File: src/ccsw_pkg.sv
// Constants, register map and types shared by the clock switch control block
package ccsw_pkg;

    // ************************************************************
    // Register map (byte addresses)
    // ************************************************************
    localparam logic [3:0] CCSW_CTRL_OFS = 4'h0;
    localparam logic [3:0] CCSW_STAT_OFS = 4'h4;
    localparam logic [3:0] CCSW_MASK_OFS = 4'h8;

    // Control register field positions
    localparam int CCSW_REQ_BIT = 0;
    localparam int CCSW_LOCK_BIT = 5;
    localparam int CCSW_NXT_LSB = 8;
    localparam int CCSW_CUR_LSB = 12;

    // Status and mask bit positions
    localparam int CCSW_EV_DONE = 0;
    localparam int CCSW_EV_ABORT = 1;
    localparam int CCSW_EV_SAME = 2;
    localparam int CCSW_EV_NUM = 3;

    // Reset values
    localparam logic [1:0] CCSW_CUR_RST = 2'h0;
    localparam logic [2:0] CCSW_MASK_RST = 3'h0;

    // Unlock keys, low byte and high byte
    localparam logic [7:0] CCSW_KEY_LO1 = 8'h46;
    localparam logic [7:0] CCSW_KEY_LO2 = 8'h57;
    localparam logic [7:0] CCSW_KEY_HI1 = 8'h78;
    localparam logic [7:0] CCSW_KEY_HI2 = 8'h9A;

    // ************************************************************
    // Timing counts, in cycles of the new clock
    // ************************************************************
    localparam int CCSW_TMR_W = 16;
    localparam logic [15:0] CCSW_START_CYCLES = 16'h0400;
    localparam logic [15:0] CCSW_SYNC_CYCLES = 16'h000A;

    // AXI responses
    localparam logic [1:0] CCSW_RESP_OK = 2'h0;
    localparam logic [1:0] CCSW_RESP_DEC = 2'h3;

    // Switch sequencer states
    typedef enum logic [1:0] {
        CCSW_IDLE = 2'b00,
        CCSW_START_WAIT = 2'b01,
        CCSW_LOCK_WAIT = 2'b10,
        CCSW_SYNC_WAIT = 2'b11
    } ccsw_state_type;

endpackage : ccsw_pkg

File: src/ccsw_tmr_if.sv
// Interface between the switch sequencer and its cycle timer
`timescale 1ns/10ps
`default_nettype none
interface ccsw_tmr_if;
    logic run; // Timer counts while high
    logic clr; // Restart count from zero
    logic tick; // One new-clock cycle seen
    logic [15:0] target; // Count to reach
    logic done; // Target reached
    modport ctl (output run, output clr, output tick, output target, input done);
    modport tmr (input run, input clr, input tick, input target, output done);
endinterface : ccsw_tmr_if
`default_nettype wire

File: src/ccsw_top.sv
// Clock source switch controller with AXI4-Lite register access
//
// The register addresses and the AXI4-Lite interface to the registers were decided locally.
`timescale 1ns/10ps
`default_nettype none
module ccsw_top
    import ccsw_pkg::*;
#(
    parameter logic [15:0] START_CYCLES = CCSW_START_CYCLES,
    parameter logic [3:0] XTAL_SRC_MASK = 4'h4,
    parameter logic [3:0] PLL_SRC_MASK = 4'h8
)
(
    input wire logic CLK,
    input wire logic RESET,
    // AXI4-Lite slave
    input wire logic [3:0] S_AXI_AWADDR,
    input wire logic S_AXI_AWVALID,
    output logic S_AXI_AWREADY,
    input wire logic [31:0] S_AXI_WDATA,
    input wire logic [3:0] S_AXI_WSTRB,
    input wire logic S_AXI_WVALID,
    output logic S_AXI_WREADY,
    output logic [1:0] S_AXI_BRESP,
    output logic S_AXI_BVALID,
    input wire logic S_AXI_BREADY,
    input wire logic [3:0] S_AXI_ARADDR,
    input wire logic S_AXI_ARVALID,
    output logic S_AXI_ARREADY,
    output logic [31:0] S_AXI_RDATA,
    output logic [1:0] S_AXI_RRESP,
    output logic S_AXI_RVALID,
    input wire logic S_AXI_RREADY,
    // Clock system side
    input wire logic NEW_CLK_TICK,
    input wire logic PLL_LOCK,
    input wire logic SLEEP_REQ,
    output logic SLEEP_ACK,
    output logic [1:0] CUR_SOURCE,
    output logic PLL_EN,
    output logic XTAL_EN,
    output logic IRQ
);
    // ************************************************************
    // State of the block outside the timer and unlock filters
    // ************************************************************
    typedef struct packed {
        ccsw_state_type st; // Sequencer state
        logic req; // Switch request bit
        logic lock; // Loop lock status
        logic [1:0] nxt; // Next source field
        logic [1:0] cur; // Current source field
        logic pll_en; // Loop enable
        logic xtal_en; // Crystal enable
        logic sleep_ack; // Power-save proceed pulse
        logic [2:0] sts; // Sticky events
        logic [2:0] msk; // Event mask
        logic irq; // Interrupt line
        logic awready; // Write address taken
        logic wready; // Write data taken
        logic bvalid; // Write answer
        logic [1:0] bresp; // Write answer code
        logic arready; // Read address taken
        logic rvalid; // Read answer
        logic [31:0] rdata; // Read data
        logic [1:0] rresp; // Read answer code
    } ccsw_regs_type;

    ccsw_regs_type r_reg;
    ccsw_regs_type r_next;

    ccsw_tmr_if tmr_bus ();

    logic wr_fire; // Write performed this cycle
    logic rd_fire; // Read performed this cycle
    logic ctrl_wr; // Write hits control register
    logic [1:0] lane_wr; // Per-byte control write
    logic [1:0] lane_open; // Per-byte unlocked write
    logic [15:0] lane_data; // Low two data bytes
    logic lo_go; // Unlocked low write, bit 0 set
    logic lo_stop; // Unlocked low write, bit 0 clear
    logic busy; // Switch under way
    logic abort_sw; // Software abort
    logic abort_slp; // Sleep abort
    // Key pairs per byte lane
    localparam logic [7:0] KEY1_TAB [0:1] = '{CCSW_KEY_LO1, CCSW_KEY_HI1};
    localparam logic [7:0] KEY2_TAB [0:1] = '{CCSW_KEY_LO2, CCSW_KEY_HI2};

    // ************************************************************
    // Bus decode
    // ************************************************************
    assign wr_fire = r_reg.awready && r_reg.wready;
    assign rd_fire = r_reg.arready;
    assign ctrl_wr = wr_fire && (S_AXI_AWADDR == CCSW_CTRL_OFS);
    assign lane_data = S_AXI_WDATA[15:0];

    // One unlock filter per control byte
    genvar g;
    generate
        for (g = 0; g < 2; g++)
        begin : g_lane
            assign lane_wr[g] = ctrl_wr && S_AXI_WSTRB[g];
            ccsw_unlock #(
                .KEY1(KEY1_TAB[g]),
                .KEY2(KEY2_TAB[g])
            ) u_unlock (
                .CLK(CLK),
                .RESET(RESET),
                .WR(lane_wr[g]),
                .OTHER_WR(wr_fire && !lane_wr[g]),
                .DATA(lane_data[8*g +: 8]),
                .OPEN(lane_open[g])
            );
        end
    endgenerate

    // Low byte data write decode
    assign lo_go = lane_open[0] && lane_data[CCSW_REQ_BIT];
    assign lo_stop = lane_open[0] && !lane_data[CCSW_REQ_BIT];
    assign busy = (r_reg.st != CCSW_IDLE);
    assign abort_sw = lo_stop && r_reg.req;
    assign abort_slp = SLEEP_REQ && r_reg.req;

    // ************************************************************
    // Timer control
    // ************************************************************
    assign tmr_bus.run = (r_reg.st == CCSW_START_WAIT) || (r_reg.st == CCSW_SYNC_WAIT);
    assign tmr_bus.clr = (r_next.st != r_reg.st);
    assign tmr_bus.tick = NEW_CLK_TICK;
    assign tmr_bus.target = (r_reg.st == CCSW_START_WAIT) ? START_CYCLES : CCSW_SYNC_CYCLES;

    ccsw_tmr u_tmr (
        .CLK(CLK),
        .RESET(RESET),
        .t(tmr_bus.tmr)
    );

    // Register readback
    function automatic logic [31:0] rd_mux(input logic [3:0] a, input ccsw_regs_type s);
        logic [31:0] v;
        v = 32'h0000_0000;
        case (a)
            CCSW_CTRL_OFS:
            begin
                v[CCSW_REQ_BIT] = s.req;
                v[CCSW_LOCK_BIT] = s.lock;
                v[CCSW_NXT_LSB +: 2] = s.nxt;
                v[CCSW_CUR_LSB +: 2] = s.cur;
            end
            CCSW_STAT_OFS: v[CCSW_EV_NUM-1:0] = s.sts;
            CCSW_MASK_OFS: v[CCSW_EV_NUM-1:0] = s.msk;
            default: v = 32'h0000_0000;
        endcase
        return v;
    endfunction : rd_mux

    // ************************************************************
    // Next-state logic
    // ************************************************************
    always_comb
    begin
        logic [2:0] ev;
        ev = 3'h0;
        r_next = r_reg;
        r_next.lock = PLL_LOCK;
        r_next.sleep_ack = SLEEP_REQ;

        // AXI write channel: take address and data together
        r_next.awready = 1'b0;
        r_next.wready = 1'b0;
        if (S_AXI_AWVALID && S_AXI_WVALID && !wr_fire && !r_reg.bvalid)
        begin
            r_next.awready = 1'b1;
            r_next.wready = 1'b1;
        end
        if (wr_fire)
        begin
            // Answer follows both
            r_next.bvalid = 1'b1;
            r_next.bresp = (S_AXI_AWADDR > CCSW_MASK_OFS || S_AXI_AWADDR[1:0] != 2'h0)
                ? CCSW_RESP_DEC : CCSW_RESP_OK;
        end
        else if (r_reg.bvalid && S_AXI_BREADY)
        begin
            r_next.bvalid = 1'b0;
        end

        // AXI read channel
        r_next.arready = S_AXI_ARVALID && !r_reg.arready && !r_reg.rvalid;
        if (rd_fire)
        begin
            r_next.rvalid = 1'b1;
            r_next.rdata = rd_mux(S_AXI_ARADDR, r_reg);
            r_next.rresp = (S_AXI_ARADDR > CCSW_MASK_OFS || S_AXI_ARADDR[1:0] != 2'h0)
                ? CCSW_RESP_DEC : CCSW_RESP_OK;
        end
        else if (r_reg.rvalid && S_AXI_RREADY)
        begin
            r_next.rvalid = 1'b0;
        end

        // Mask register
        if (wr_fire && S_AXI_AWADDR == CCSW_MASK_OFS && S_AXI_WSTRB[0])
        begin
            r_next.msk = S_AXI_WDATA[CCSW_EV_NUM-1:0];
        end

        // Next source, only while no switch is under way
        if (lane_open[1] && !r_reg.req)
        begin
            r_next.nxt = lane_data[CCSW_NXT_LSB +: 2];
        end

        // Switch sequencer
        if (abort_sw || abort_slp)
        begin
            // Drop back to the old source
            r_next.st = CCSW_IDLE;
            r_next.req = 1'b0;
            r_next.pll_en = PLL_SRC_MASK[r_reg.cur];
            r_next.xtal_en = XTAL_SRC_MASK[r_reg.cur];
            ev[CCSW_EV_ABORT] = 1'b1;
        end
        else
        begin
            case (r_reg.st)
                CCSW_IDLE:
                begin
                    if (lo_go && !r_reg.req)
                    begin
                        if (r_reg.nxt == r_reg.cur)
                        begin
                            // Nothing to change
                            ev[CCSW_EV_SAME] = 1'b1;
                        end
                        else
                        begin
                            // Start new source and wait for it
                            r_next.req = 1'b1;
                            r_next.lock = 1'b0;
                            r_next.xtal_en = r_reg.xtal_en | XTAL_SRC_MASK[r_reg.nxt];
                            r_next.pll_en = r_reg.pll_en | PLL_SRC_MASK[r_reg.nxt];
                            if (XTAL_SRC_MASK[r_reg.nxt])
                            begin
                                r_next.st = CCSW_START_WAIT;
                            end
                            else if (PLL_SRC_MASK[r_reg.nxt])
                            begin
                                r_next.st = CCSW_LOCK_WAIT;
                            end
                            else
                            begin
                                r_next.st = CCSW_SYNC_WAIT;
                            end
                        end
                    end
                end
                CCSW_START_WAIT:
                begin
                    // Crystal start-up time
                    if (tmr_bus.done)
                    begin
                        r_next.st = PLL_SRC_MASK[r_reg.nxt] ? CCSW_LOCK_WAIT
                            : CCSW_SYNC_WAIT;
                    end
                end
                CCSW_LOCK_WAIT:
                begin
                    // Loop lock
                    if (PLL_LOCK)
                    begin
                        r_next.st = CCSW_SYNC_WAIT;
                    end
                end
                CCSW_SYNC_WAIT:
                begin
                    // Ten new-clock cycles, then change over
                    if (tmr_bus.done)
                    begin
                        r_next.st = CCSW_IDLE;
                        r_next.req = 1'b0;
                        r_next.cur = r_reg.nxt;
                        r_next.pll_en = PLL_SRC_MASK[r_reg.nxt];
                        r_next.xtal_en = XTAL_SRC_MASK[r_reg.nxt];
                        ev[CCSW_EV_DONE] = 1'b1;
                    end
                end
                default:
                begin
                    r_next.st = CCSW_IDLE;
                end
            endcase
        end

        // Sticky events: write one to clear, a new event wins
        if (wr_fire && S_AXI_AWADDR == CCSW_STAT_OFS && S_AXI_WSTRB[0])
        begin
            r_next.sts = r_reg.sts & ~S_AXI_WDATA[CCSW_EV_NUM-1:0];
        end
        r_next.sts = r_next.sts | ev;
        r_next.irq = |(r_next.sts & r_next.msk);
    end

    // ************************************************************
    // State register
    // ************************************************************
    always_ff @(posedge CLK or posedge RESET)
    begin
        if (RESET)
        begin
            r_reg <= '0;
            r_reg.cur <= CCSW_CUR_RST;
            r_reg.msk <= CCSW_MASK_RST;
        end
        else
        begin
            r_reg <= r_next;
        end
    end

    // Outputs straight from flops
    assign S_AXI_AWREADY = r_reg.awready;
    assign S_AXI_WREADY = r_reg.wready;
    assign S_AXI_BVALID = r_reg.bvalid;
    assign S_AXI_BRESP = r_reg.bresp;
    assign S_AXI_ARREADY = r_reg.arready;
    assign S_AXI_RVALID = r_reg.rvalid;
    assign S_AXI_RDATA = r_reg.rdata;
    assign S_AXI_RRESP = r_reg.rresp;
    assign SLEEP_ACK = r_reg.sleep_ack;
    assign CUR_SOURCE = r_reg.cur;
    assign PLL_EN = r_reg.pll_en;
    assign XTAL_EN = r_reg.xtal_en;
    assign IRQ = r_reg.irq;
endmodule : ccsw_top
`default_nettype wire

File: src/ccsw_tmr.sv
// Start-up and synchronisation cycle timer
`timescale 1ns/10ps
`default_nettype none
module ccsw_tmr
    import ccsw_pkg::*;
(
    input wire logic CLK,
    input wire logic RESET,
    ccsw_tmr_if.tmr t
);
    // State of the timer
    typedef struct packed {
        logic [15:0] cnt;
    } ccsw_tmr_type;

    ccsw_tmr_type r_reg;
    ccsw_tmr_type r_next;

    // ************************************************************
    // Count new-clock ticks while running
    // ************************************************************
    always_comb
    begin
        r_next = r_reg;
        if (!t.run || t.clr)
        begin
            // Held at zero when stopped
            r_next.cnt = '0;
        end
        else if (t.tick && !t.done)
        begin
            r_next.cnt = r_reg.cnt + 16'h0001;
        end
    end

    // Target reached
    assign t.done = t.run && (r_reg.cnt >= t.target);

    // State register
    always_ff @(posedge CLK or posedge RESET)
    begin
        if (RESET)
        begin
            r_reg <= '0;
        end
        else
        begin
            r_reg <= r_next;
        end
    end
endmodule : ccsw_tmr
`default_nettype wire

File: src/ccsw_unlock.sv
// Two-key unlock filter for one control byte
`timescale 1ns/10ps
`default_nettype none
module ccsw_unlock
    import ccsw_pkg::*;
#(
    parameter logic [7:0] KEY1 = 8'h00,
    parameter logic [7:0] KEY2 = 8'h00
)
(
    input wire logic CLK,
    input wire logic RESET,
    input wire logic WR,
    input wire logic OTHER_WR,
    input wire logic [7:0] DATA,
    output logic OPEN
);
    // Progress through the key pair
    typedef struct packed {
        logic got1;
        logic open;
    } ccsw_ulk_type;

    ccsw_ulk_type r_reg;
    ccsw_ulk_type r_next;

    // ************************************************************
    // Key tracking; any foreign write breaks the sequence
    // ************************************************************
    always_comb
    begin
        r_next = r_reg;
        if (WR)
        begin
            // Data write consumes the unlock, keys re-arm
            r_next.open = !r_reg.open && r_reg.got1 && (DATA == KEY2);
            r_next.got1 = !r_next.open && (DATA == KEY1);
        end
        else if (OTHER_WR)
        begin
            r_next = '0;
        end
    end

    // This write is the one allowed through
    assign OPEN = WR && r_reg.open;

    always_ff @(posedge CLK or posedge RESET)
    begin
        if (RESET)
        begin
            r_reg <= '0;
        end
        else
        begin
            r_reg <= r_next;
        end
    end
endmodule : ccsw_unlock
`default_nettype wire

File: config.mk
export PLATFORM = sky130hd
export DESIGN_NAME = ccsw_top
export DESIGN_NICKNAME = d
export VERILOG_FILES = /design/src/ccsw_pkg.sv /design/src/ccsw_tmr_if.sv /design/src/ccsw_top.sv /design/src/ccsw_tmr.sv /design/src/ccsw_unlock.sv
export SDC_FILE = /design/constraint.sdc
export NUM_CORES = 1
export LEC_CHECK = 0
export BUFFER_PORTS_ARGS = -buffer_cell sky130_fd_sc_hd__buf_2
export CAP_MARGIN = 40
export CORE_AREA = 2 2 84 70
export CTS_CLUSTER_SIZE = 20
export DETAILED_ROUTE_END_ITERATION = 8
export DIE_AREA = 0 0 86 72
export PLACE_DENSITY = 0.89
export SETUP_SLACK_MARGIN = 0.05
export SYNTH_ARGS = -nofsm -noshare
export SYNTH_HDL_FRONTEND = slang
export SYNTH_SLANG_ARGS = --single-unit
File: constraint.sdc
create_clock -name CLK -period 4.1 [get_ports CLK]
set_input_delay 1.23 -clock CLK [delete_from_list [all_inputs] [get_ports CLK]]
set_output_delay 1.23 -clock CLK [all_outputs]
set_load 0.005 [all_outputs]
==> results_dict.tcl <==
set metrics [dict create \
    status "finished, final reports clean" \
    syn_area_per_cell_um2 9.68 \
    die_w_um 86 \
    holdBufCountCts 0 \
    cts_made_buffers 5 \
    dp_hpwl_um 4120 \
    finalSetupViolCount 0 \
    min_path_type "reg2reg" \
    clockBufferDepth 2 \
    required_ps 4330 \
    antenna_found_initial 0 \
    clkPwrFrac_pct 28.0 \
    initialDrtViolationCount 130 \
    grt_overflow 0 \
    grtUsageMet1_pct 26.1 \
    async_flop_share_pct 100 \
    path_class "reg2reg" \
    grt_usage_pct 18.7 \
    worst_setup_path_end_kind "register" \
    critical_path.max_fanout 15 \
    cts_tree "built" \
    crit_arrival_ps 3200 \
    ys.flop_type "dfrtp_1" \
    busiest_layer "met2" \
    sw_frac_of_total_pct 29.3 \
    gp_congestion 0.794 \
    powerDensity_mw_per_mm2 359 \
    max_stage_delay_ps 560 \
    seqPwrFrac_pct 53.2 \
    drc 0 \
    ioPinCount 101 \
    syn_inst 292 \
    nets 397 \
    fin_worst_skew_ps 7.13 \
    synth_top_cell_by_area "dfrtp_1" \
    grt_pass1_wl_um 9170 \
    p_int_mw 0.787 \
    clk_pin_slew_ps 90 \
    rsz0062_at_grt "false" \
    io_buffers 58 \
    start_util_pct 53.2 \
    clock-sinks 52 \
    startpoint_type "register" \
    grt_pass1_vias 1965 \
    die-area_mm2 0.00619 \
    ant_nets 0 \
    holdWs_ps 452 \
    combPwrFrac_pct 18.8 \
    max_freq_ghz 0.337 \
    vias 2191 \
    num_antenna_cells 0 \
    ir_drop_uv 191 \
    drt_pre_antenna_iters 5 \
    path_cells "nand2b_1, inv_1, ha_1, or4_1, o41ai_2, a31oi_1, buf_4, or4_1, a21oi_1" \
    synth_area_leaders "dfrtp_1 (46%), buf_4 (10%), inv_1 (3.2%)" \
    reg2reg_slack_ps 1130 \
    met2_usage_pct 29.3 \
    synth-seq-cells 52 \
    path_common_cell "or4_1" \
    drv_cap 0 \
    postCtsResizedCells 0 \
    p_switching_mw 0.326 \
    cts_max_level 2 \
    cts-root-buf "clkbuf_8" \
    p_leak_nw 1.51 \
    wirelength_um 5570 \
    hold_viol_final 0 \
    cp_slowest_cell "dfrtp_1" \
    via_per_inst 5.42 \
    drv_slew 0 \
    drive_gt1_share_pct 22.1 \
    critPathTopFamily "simple AND/OR/NAND/NOR gates" \
    period_minus_slack_ps 2970 \
    insertion_delay_ps 310 \
    ys_seq_area_share_pct 46.1 \
    die_y_um 72 \
    rows 24 \
    setup_tns_ps 0 \
    cts_setup_buffers 0 \
    syn2layout_area_growth_pct 9.61 \
    use_met3_pct 4.66 \
    synth_edf_count 0 \
    worst-path-buf-inv 2 \
    netlist_area_mm2 0.00283 \
    synth.distinct_cells 53 \
    slew_headroom_pct 62.1 \
    fin_crit_sh_pct 72.3 \
    yosysTopAreaCellShare_pct 46.1 \
    grt_max_degree 42 \
    tightest_slew_ps 564 \
    ys_warn_count 0 \
    wire_per_inst_um 13.8 \
    fill_cells 463 \
    largest_reg_flops 16 \
    coreArea_mm2 0.00532 \
]
## area by class of cell
type	count	area, µm²	area share (%)
flip-flops and latches	52	1300	42.0
multi-input cells	196	1210	39.1
repair buffers	60	318	10.3
clock buffers	7	96.3	3.11
inverters	24	90.1	2.91
well taps	65	81.3	2.63
## synth_stat cells (2+ instances only)
library cell and count:
nand4_1 2, mux2_2 5, nor3b_1 7, buf_4 39, buf_2 2, ha_1 4
a211oi_1 2, or4_1 8, a21o_1 5, xor2_1 2, o22ai_1 5, inv_1 24
o31ai_1 7, and3_1 5, nand3_1 11, nor3_1 4, a22oi_1 2, nor2_1 14
dfrtp_1 52, a31oi_1 2, mux2i_1 4, nor2b_1 4, clkbuf_1 6, nand2_1 21
and4_1 2, o21ai_0 6, nor4b_1 3, xnor2_1 3, a21oi_1 14, nand2b_1 4
## power groups by stage
stage          clock (mW)  sequential (mW)  combinational, mW
2_1_floorplan           0            0.579              0.187
3_3_place_gp            0            0.599              0.199
3_5_place_dp            0            0.601              0.209
4_1_cts             0.317            0.591              0.209
5_1_grt             0.341            0.599              0.240
6_report            0.311            0.592              0.210
## kinds of logic after synthesis
logic type	after synthesis	synth area share [%]
XOR/XNOR	5	1.55
flip-flops	52	46.1
AND/OR/NAND/NOR	93	18.5
multiplexers	9	3.41
AO/OA/AOI/OAI	57	13.9
buffers and inverters	71	14.7
adder cells (fa/ha/maj)	4	1.77
other	1	0.133
## metal layers
| layer | share of wire [%] | vias to the layer above |
|---|---|---|
| li1 | - | 1061 |
| met1 | 46 | 1040 |
| met2 | 47 | 83 |
| met3 | 6.5 | 7 |
| met4 | 1.1 | 0 |
| met5 | 0 | - |
## worst reg2reg max path, stage by stage, from the launching register on
cell      delay, ps
dfrtp_1         560
nand2b_1        220
inv_1            60
ha_1            160
or4_1           410
o41ai_2         280
a31oi_1         270
buf_4           260
or4_1           510
a21oi_1         160
## cells in the final DEF (no fill, tap or decap), types with 2 or more instances in the layout
cell       n
buf_2     58
dfrtp_1   52
conb_1    28
inv_1     23
nand2_1   21
nor2_1    14
a21oi_1   14
nand3_1   11
or4_1      8
nor3b_1    7
o31ai_1    7
clkbuf_8   7
o21ai_0    6
a21o_1     5
and3_1     5
o22ai_1    5
mux2_2     5
nor3_1     4
nor2b_1    4
nand2b_1   4
mux2i_1    4
ha_1       4
xnor2_1    3
nor4b_1    3
and4_1     2
a31oi_1    2
xor2_1     2
nand4_1    2
a211oi_1   2
a22oi_1    2
## worst paths after layout
path,from,end,cells past startpoint
setup / recovery,r_reg[58],u_tmr.r_reg[8],9
hold / removal,S_AXI_RVALID,S_AXI_ARREADY,1
max in group asynchronous,RESET,PLL_EN,3
min in group asynchronous,RESET,S_AXI_RDATA[5],2
hold reg to reg,S_AXI_RVALID,S_AXI_ARREADY,1
setup reg to reg,r_reg[58],u_tmr.r_reg[8],9
## metrics by stage
stage | setup WS [ps] | power (mW) | std cells | cell area, µm² | util, %
floorplan | 1390 | 0.766 | 319 | 2930 | -
global placement | 1140 | 0.798 | 396 | 2980 | 56.1
detailed placement | 1140 | 0.810 | 397 | 3000 | 56.5
CTS | 1150 | 1.12 | 404 | 3100 | 58.3
global route | 912 | 1.18 | 404 | 3100 | 58.3
finish | 1130 | 1.11 | 404 | 3100 | 58.3
Note: power is estimated with default switching activity, not from simulation.
